File: config.mk
export PLATFORM = sky130hd
export DESIGN_NAME = ssi_controller_end_flat
export DESIGN_NICKNAME = d
export VERILOG_FILES = /design/src/ssi_pkg.sv /design/src/ssi_link_if.sv /design/src/ssi_controller_end.sv /design/src/flat_wrapper.sv
export SDC_FILE = /design/constraint.sdc
export NUM_CORES = 1
export LEC_CHECK = 0
export BUFFER_PORTS_ARGS = -buffer_cell sky130_fd_sc_hd__buf_2
export CAP_MARGIN = 20
export CORE_AREA = 5 5 145 147
export DETAILED_ROUTE_END_ITERATION = 12
export DIE_AREA = 0 0 150 152
export PLACE_DENSITY_LB_ADDON = 0.25
export SLEW_MARGIN = 0
export SYNTH_ARGS = -nofsm -noshare
export SYNTH_HDL_FRONTEND = slang
export SYNTH_SLANG_ARGS = --single-unit
File: constraint.sdc
create_clock -name clk -period 7.87 [get_ports clk]
set_clock_uncertainty 0.15 [all_clocks]
set_input_delay 1.9675 -clock clk [delete_from_list [all_inputs] [get_ports clk]]
set_output_delay 1.9675 -clock clk [all_outputs]
set_load 0.01 [all_outputs]
File: src/ssi_pkg.sv
// Shared constants for the synchronous serial position link: word layout and timing.
// Assumes a 20 MHz system clock on both ends and a controller that makes the bit clock.
// Operation
// Clock and data lines rest high when idle.
// First clock fall captures the current position.
// First clock rise presents the most significant bit.
// Each later rise presents the next lower bit.
// After the last bit, data low until timeout.
// Controller waits for data high or pause.
// Timeout restarts at each falling clock edge.
// Controller clock period stays below the timeout.
// Each word holds 24 bits, 12 plus 12.
// Unbroken clocking repeats the captured word.
// Pulse after the timeout brings a fresh word.
// Controller compares repeated copies to find errors.
// Position is sent Gray coded, rising clockwise.
// Controller bit rate between 0.1 and 2 Mbit/s.
package ssi_pkg;

	// Word layout: multiturn count in the upper half, angle in the lower half.
	localparam int ST_W = 12;
	localparam int MT_W = 12;
	localparam int POS_W = ST_W + MT_W;

	// System clock period.
	localparam int CLK_PERIOD_NS = 50;

	// Monoflop timeout of the encoder; a least time, so it rounds up.
	localparam int MONO_TIME_NS = 20000;
	localparam int MONO_CYCLES = (MONO_TIME_NS + CLK_PERIOD_NS - 1) / CLK_PERIOD_NS;

	// Half period of the controller bit clock, 500 ns gives 1 Mbit/s.
	localparam int HALF_TIME_NS = 500;
	localparam int HALF_CYCLES = (HALF_TIME_NS + CLK_PERIOD_NS - 1) / CLK_PERIOD_NS;

	// Clock pause of the controller after a burst; a longest time, cut short once data is high.
	localparam int PAUSE_TIME_NS = 40000;
	localparam int PAUSE_CYCLES = (PAUSE_TIME_NS + CLK_PERIOD_NS - 1) / CLK_PERIOD_NS;

	// Cycles the controller ignores the data line after a burst, covering its synchroniser.
	localparam int GUARD_CYCLES = 4;

	// Copies of the word read per burst by the controller.
	localparam int REPEAT_WORDS = 2;

	// Idle level of both lines.
	localparam logic LINE_IDLE = 1'b1;

endpackage : ssi_pkg

File: src/ssi_link_if.sv
// The two wires of the serial link: bit clock from the controller, data from the encoder.
// Assumes point-to-point use; line receivers and drivers sit outside.
`timescale 1ns/10ps
interface ssi_link_if;

	// Bit clock, made by the controller.
	logic sclk;
	// Serial data, made by the encoder.
	logic sdata;

	// Encoder end.
	modport encoder (
		input sclk,
		output sdata
	);

	// Controller end.
	modport controller (
		output sclk,
		input sdata
	);

endinterface : ssi_link_if

File: src/ssi_controller_end.sv
// Controller end of the serial position link: makes clock bursts, reads and checks words.
// Assumes the encoder timeout exceeds one bit period; the divider sets the bit rate.
`timescale 1ns/10ps
module ssi_controller_end #(
	parameter int POS_W = ssi_pkg::POS_W,
	parameter int HALF_CYCLES = ssi_pkg::HALF_CYCLES,
	parameter int PAUSE_CYCLES = ssi_pkg::PAUSE_CYCLES,
	parameter int GUARD_CYCLES = ssi_pkg::GUARD_CYCLES,
	parameter int WORDS = ssi_pkg::REPEAT_WORDS
) (
	// System clock, reset and enable.
	input wire logic clk,
	input wire logic arst_n,
	input wire logic ce,
	// Link to the encoder.
	ssi_link_if.controller link,
	// Request handshake.
	input wire logic start,
	output logic ready,
	// Received position, binary.
	output logic [POS_W-1:0] word,
	output logic word_valid,
	output logic mismatch
);

	typedef enum {ST_IDLE, ST_LOW, ST_HIGH, ST_PAUSE} ctl_state_t;

	localparam int TW = $clog2(PAUSE_CYCLES + HALF_CYCLES + 1);
	localparam int BW = $clog2(POS_W + 2);
	localparam int WW = $clog2(WORDS + 1);
	localparam logic [TW-1:0] HALF_LD = TW'(HALF_CYCLES - 1);
	localparam logic [TW-1:0] PAUSE_LD = TW'(PAUSE_CYCLES - 1);
	localparam logic [TW-1:0] GUARD_END = TW'(PAUSE_CYCLES - 1 - GUARD_CYCLES);
	localparam logic [BW-1:0] BIT_LAST = BW'(POS_W);
	localparam logic [BW-1:0] BIT_GAP = BW'(POS_W + 1);
	localparam logic [BW-1:0] BIT_ONE = BW'(1);
	localparam logic [WW-1:0] WORD_LAST = WW'(WORDS);
	localparam logic [WW-1:0] WORD_ONE = WW'(1);
	localparam logic [TW-1:0] TM_ONE = TW'(1);

	ctl_state_t state_r;
	ctl_state_t state_nxt;
	logic d1_r;
	logic d2_r;
	logic sclk_r;
	logic sclk_nxt;
	logic [TW-1:0] tm_r;
	logic [TW-1:0] tm_nxt;
	logic [BW-1:0] bit_r;
	logic [BW-1:0] bit_nxt;
	logic [WW-1:0] wrd_r;
	logic [WW-1:0] wrd_nxt;
	logic [POS_W-1:0] sh_r;
	logic [POS_W-1:0] sh_nxt;
	logic [POS_W-1:0] first_r;
	logic [POS_W-1:0] first_nxt;
	logic [POS_W-1:0] word_r;
	logic [POS_W-1:0] word_nxt;
	logic valid_r;
	logic valid_nxt;
	logic mism_r;
	logic mism_nxt;
	logic [POS_W-1:0] gray_in;
	logic [POS_W-1:0] bin_in;

	// Word as it stands with the bit sampled at this falling edge.
	assign gray_in = {sh_r[POS_W-2:0], d2_r};

	// Gray to binary: each bit is the parity of itself and all bits above it.
	for (genvar i = 0; i < POS_W; i++)
	begin : g_bin
		assign bin_in[i] = ^gray_in[POS_W-1:i];
	end

	// Burst sequencer. A word takes one pulse per bit plus a gap pulse; the gap pulse
	// shows the low tail and, when another pulse follows in time, asks for a repeat.
	always_comb
	begin
		state_nxt = state_r;
		sclk_nxt = sclk_r;
		tm_nxt = tm_r;
		bit_nxt = bit_r;
		wrd_nxt = wrd_r;
		sh_nxt = sh_r;
		first_nxt = first_r;
		word_nxt = word_r;
		valid_nxt = 1'b0;
		mism_nxt = mism_r;
		case (state_r)
			ST_IDLE:
			begin
				if (start && d2_r)
				begin
					state_nxt = ST_LOW;
					sclk_nxt = 1'b0;
					tm_nxt = HALF_LD;
					bit_nxt = '0;
					wrd_nxt = '0;
					mism_nxt = 1'b0;
				end
			end
			ST_LOW:
			begin
				if (tm_r == '0)
				begin
					state_nxt = ST_HIGH;
					sclk_nxt = 1'b1;
					tm_nxt = HALF_LD;
					bit_nxt = (bit_r == BIT_GAP) ? BIT_ONE : bit_r + BIT_ONE;
				end
				else
				begin
					tm_nxt = tm_r - TM_ONE;
				end
			end
			ST_HIGH:
			begin
				if (tm_r == '0)
				begin
					state_nxt = ST_LOW;
					sclk_nxt = 1'b0;
					tm_nxt = HALF_LD;
					if (bit_r != BIT_GAP)
					begin
						sh_nxt = gray_in;
					end
					if (bit_r == BIT_LAST)
					begin
						word_nxt = bin_in;
						valid_nxt = 1'b1;
						wrd_nxt = wrd_r + WORD_ONE;
						if (wrd_r == '0)
						begin
							first_nxt = gray_in;
						end
						else if (gray_in != first_r)
						begin
							mism_nxt = 1'b1;
						end
					end
					else if (bit_r == BIT_GAP && wrd_r == WORD_LAST)
					begin
						state_nxt = ST_PAUSE;
						sclk_nxt = 1'b1;
						tm_nxt = PAUSE_LD;
					end
				end
				else
				begin
					tm_nxt = tm_r - TM_ONE;
				end
			end
			ST_PAUSE:
			begin
				if (tm_r == '0 || (d2_r && tm_r <= GUARD_END))
				begin
					state_nxt = ST_IDLE;
				end
				else
				begin
					tm_nxt = tm_r - TM_ONE;
				end
			end
			default:
			begin
				state_nxt = ST_IDLE;
				sclk_nxt = 1'b1;
			end
		endcase
	end

	// Registers; the data pin passes two flip-flops before use.
	always_ff @(posedge clk or negedge arst_n)
	begin
		if (!arst_n)
		begin
			state_r <= ST_IDLE;
			d1_r <= 1'b0;
			d2_r <= 1'b0;
			sclk_r <= ssi_pkg::LINE_IDLE;
			tm_r <= '0;
			bit_r <= '0;
			wrd_r <= '0;
			sh_r <= '0;
			first_r <= '0;
			word_r <= '0;
			valid_r <= 1'b0;
			mism_r <= 1'b0;
		end
		else if (ce)
		begin
			state_r <= state_nxt;
			d1_r <= link.sdata;
			d2_r <= d1_r;
			sclk_r <= sclk_nxt;
			tm_r <= tm_nxt;
			bit_r <= bit_nxt;
			wrd_r <= wrd_nxt;
			sh_r <= sh_nxt;
			first_r <= first_nxt;
			word_r <= word_nxt;
			valid_r <= valid_nxt;
			mism_r <= mism_nxt;
		end
	end

	// Outputs; ready is a handshake term and may be combinational.
	assign link.sclk = sclk_r;
	assign ready = (state_r == ST_IDLE) && d2_r;
	assign word = word_r;
	assign word_valid = valid_r;
	assign mismatch = mism_r;

endmodule : ssi_controller_end

File: src/flat_wrapper.sv
// flat-port wrapper written by rule: the top's interface ports become plain ports
module ssi_controller_end_flat 
#(
	parameter int POS_W = ssi_pkg::POS_W,
	parameter int HALF_CYCLES = ssi_pkg::HALF_CYCLES,
	parameter int PAUSE_CYCLES = ssi_pkg::PAUSE_CYCLES,
	parameter int GUARD_CYCLES = ssi_pkg::GUARD_CYCLES,
	parameter int WORDS = ssi_pkg::REPEAT_WORDS
)
  (clk, arst_n, ce, start, ready, word, word_valid, mismatch, link_sclk, link_sdata);
  ssi_link_if link_i ();
  input wire logic clk;
  input wire logic arst_n;
  input wire logic ce;
  input wire logic start;
  output logic ready;
  output logic [POS_W-1:0] word;
  output logic word_valid;
  output logic mismatch;
  output wire logic [$bits(link_i.sclk)-1:0] link_sclk;
  input wire logic [$bits(link_i.sdata)-1:0] link_sdata;
  assign link_sclk = link_i.sclk;
  assign link_i.sdata = link_sdata;
  ssi_controller_end #(.POS_W(POS_W), .HALF_CYCLES(HALF_CYCLES), .PAUSE_CYCLES(PAUSE_CYCLES), .GUARD_CYCLES(GUARD_CYCLES), .WORDS(WORDS)) u_core (.clk(clk), .arst_n(arst_n), .ce(ce), .link(link_i), .start(start), .ready(ready), .word(word), .word_valid(word_valid), .mismatch(mismatch));
endmodule
==> summary.md <==
| Metric | Value |
|---|---|
| Final Hold Fails | 0 |
| Ant. Diodes | 0 |
| Area growth from synthesis to layout | 15.2% |
| Sw Share | 0.313 |
| Initial antenna violation count | 0 |
| Die area | roughly 23000 um^2 |
| Comb power frac | 0.178 |
| Total Routing Usage GR | 0.0909 |
| Die width | about 150 um |
| First DRT Iteration DRCs | about 130 |
| Synthesis Warnings | 0 |
| Post-synth ARST share | 1.00 |
| Row cnt | 52 |
| CTS Sinks | 95 |
| Crit path time final | a little under 4 ns |
| CTS Buffer Depth | 2 |
| Slowest CP cell | nand2_1 |
| Post-Syn Instances | around 420 |
| TritonCTS clock tree | built |
| CP most frequent cell | nand2_1 |
| Cell area after synthesis | between 4000 and 5000 um^2 |
| Max-slew violations | 0 |
| Final worst slack | between 3 and 4 ns |
| Clock power frac | 0.357 |
| CP Buf/Inv Count | 2 |
| Number of synthesized register bits | 95 |
| Worst VDD drop | 0.0000970 V |
| Vias per cell | ~4.3 |
| Layout cell share with drive strength beyond 1 | 0.270 |
| Clock Tree Root | clkbuf_16 |
| Cell family with most CP delay | simple AND/OR/NAND/NOR gates |
| DRT Pass-1 Iters | 4 |
| CP peak stage delay | between 0.6 and 0.7 ns |
| Vias in the first global route | between 3k and 4k |
| P_int | a little under 900 uW |
| Routed len/inst | around 14 um |
| CTS Buf Count | 9 |
| Cell Area, Placed | between 5000 and 6000 um^2 |
| Htree depth | 3 |
| Pwr per Cell Area | 231 nW/um^2 |
| Max Cap Viol | 0 |
| Hold Slack | around 0.33 ns |
| Post-DRT Antenna Nets | 0 |
| Syn avg cell area | 11.5 um^2 |
| Post-synthesis cell type count | 46 |
| Clk pin slew, worst setup/hold paths | ~0.070 ns |
| Final core utilization | 0.279 |
| P_sw | 399 uW |
| Post-place setup slack | 3.60 ns |
| Seq pwr share | 0.465 |
| Number of buffers added on ports | 32 |
| CP Capture Type | flip-flop |
| DR DRC count | 0 |
| Syn nets | 429 |
| Vias | around 3.1k |
| Worst Path Required | ~8.0 ns |
| F_max | ~260 MHz |
| Gpl congestion | approximately 0.77 |
| Initial core utilization | 0.242 |
| Hold WC Path Type | reg2reg |
| First-pass GRT wire length | ~17 mm |
| RSZ-0062 raised after global routing | no |
| Startpoint type of the worst setup path | primary input |
| Post-cts hold buffer count | 0 |
| Worst-skew pair later-pin latency | approximately 0.35 ns |
| IO Pins | 33 |
| Crit-path cells | buf_2 -> nand2_1 -> or3_1 -> inv_2 -> nand2_1 -> mux2_2 |
| Resize count post-CTS | 0 |
| Final Net Count | between 400 and 500 |
| Post-CTS setup buffer count | 0 |
| Period utilization | 0.493 |
| Setup violations, final | 0 |
| Setup TNS | 0 ns |
| Post-route cell area | about 5500 um^2 |
| Post-synthesis sequential area ratio | 0.496 |
| WS Path Type | in2reg |
| Post-synth top flop | dfrtp_1 |
| DP HPWL | 6.87 mm |
| P_leak | 0.00265 uW |
| Post-synth EDFFs | 0 |
| Die Y-Extent | roughly 150 um |
| Slew headroom | 0.314 |
| Critical path arrival | 3.96 ns |
| Status | complete, no violations |
| Largest net degree at the start of global routing | 64 |
| Core Area | 19800 um^2 |
| CP max FO | 24 |
| Grt total ovfl | 0 |
| Routed WL | approximately 10 mm |
| Least-Margin Pin Slew | approximately 1.0 ns |
cells by family after synthesis:
kind of cell               Yosys count  share of synthesized area
xor gates and xnor gates            62                      0.140
DFF                                 95                      0.496
AOI/OAI and AO/OA                   61                     0.0789
adders and majority gates            8                     0.0204
muxes                               60                      0.141
and+or+nand+nor                     96                     0.0930
buffers and inverters               35                     0.0300
power by group through the flow:
| stage | combinational, uW | sequential [uW] | clock, uW |
|---|---|---|---|
| 3_5_place_dp | 227 | 601 | 0 |
| 4_1_cts | 228 | 591 | 471 |
| 5_1_grt | 260 | 600 | 490 |
| 6_report | 227 | 592 | 454 |
| 2_1_floorplan | 181 | 577 | 0 |
| 3_3_place_gp | 221 | 598 | 0 |
through the flow:
step                total power (uW)  instances
global placement                 818        699
finish                          1270        715
detailed placement               828        699
CTS                             1290        715
global route                    1350        715
floorplan                        758        417
synth_stat cells, types with 3 or more instances:
| master | n | share of area |
|---|---|---|
| dfrtp_1 | 94 | 0.49 |
| mux2_2 | 60 | 0.14 |
| nand2_1 | 38 | 0.030 |
| xnor2_1 | 35 | 0.064 |
| o21ai_0 | 21 | 0.022 |
| nor2_1 | 20 | 0.016 |
| xor2_1 | 19 | 0.035 |
| clkbuf_1 | 17 | 0.013 |
| a21oi_1 | 15 | 0.016 |
| inv_1 | 11 | 0.0086 |
| nand3_1 | 8 | 0.0084 |
| nor3_1 | 8 | 0.0084 |
| ha_1 | 7 | 0.018 |
| nand4_1 | 6 | 0.0078 |
| a22o_1 | 4 | 0.0073 |
| nor4_1 | 4 | 0.0052 |
| o22a_1 | 4 | 0.0073 |
| buf_1 | 3 | 0.0024 |
| o21ai_1 | 3 | 0.0031 |
| o31ai_1 | 3 | 0.0047 |
| or3_1 | 3 | 0.0039 |
| xnor3_1 | 3 | 0.014 |
worst reg2reg max path: stages (launching register included):
cell	delay, ns
dfrtp_1	0.44
nor4_1	0.35
nand4_1	0.30
or3_1	0.49
inv_2	0.20
nand2_1	0.64
mux2_2	0.53
layout make-up:
class | instances | area (um^2)
fill | 2084 | 14300
sequential | 95 | 2380
multi-input combinational | 287 | 2270
tap | 270 | 338
clock buffer | 9 | 225
timing repair buffer | 35 | 185
clock inverter | 7 | 77.6
inverter | 12 | 45.0
final timing paths:
kind	start	to	slack [ns]	cells past startpoint
max	ce	u_core.first_r[1]	3.99	6
min	u_core.word[12]	u_core.word[12]	0.33	2
max reg2reg	u_core.tm_r[5]	u_core.first_r[1]	4.65	6
min reg2reg	u_core.word[12]	u_core.word[12]	0.33	2
max in group asynchronous	arst_n	u_core.sh_r[5]	4.99	2
min in group asynchronous	arst_n	u_core.word[11]	1.42	1
metal layers:
layer / GRT usage / up-vias / wire length (um)
li1: - / 1486 / -
met2: 0.140 / 42 / 4620
met5: 0 / - / 0
met4: 0.0410 / 0 / 176
met3: 0.0247 / 13 / 362
met1: 0.119 / 1517 / 4740
registers in the layout, summed over array words and instances (netlist names):
register / cells
u_core.first_r: 24
u_core.tm_r: 10
u_core.d2_r: 1
u_core.d1_r: 1
u_core.word: 24
u_core.mismatch: 1
u_core.sh_r: 23
u_core.state_r: 2
u_core.bit_r: 5
u_core.word_valid: 1
u_core.wrd_r: 2
u_core.link.sclk: 1
placed cells by master, fill, tap and decap left out, types with 2 or more instances in the layout:
cell / instances
nor2_1: 20
xor2_1: 19
a31o_2: 2
ha_1: 7
a211o_1: 2
buf_4: 4
nand3_1: 8
a21oi_1: 15
xor2_4: 2
inv_6: 3
clkbuf_16: 9
mux2_2: 60
inv_1: 11
o21ai_0: 21
or3_1: 3
xnor3_1: 3
xnor2_1: 35
nor2b_1: 2
nor4_1: 4
and2_1: 2
o31ai_1: 3
nand4_1: 6
dfrtp_1: 94
o22a_1: 4
a31oi_1: 2
buf_2: 31
nor3_1: 8
nand2_1: 38
a22o_1: 4
a221oi_1: 2
o21ai_1: 3
(Power assumes the default switching activity.)
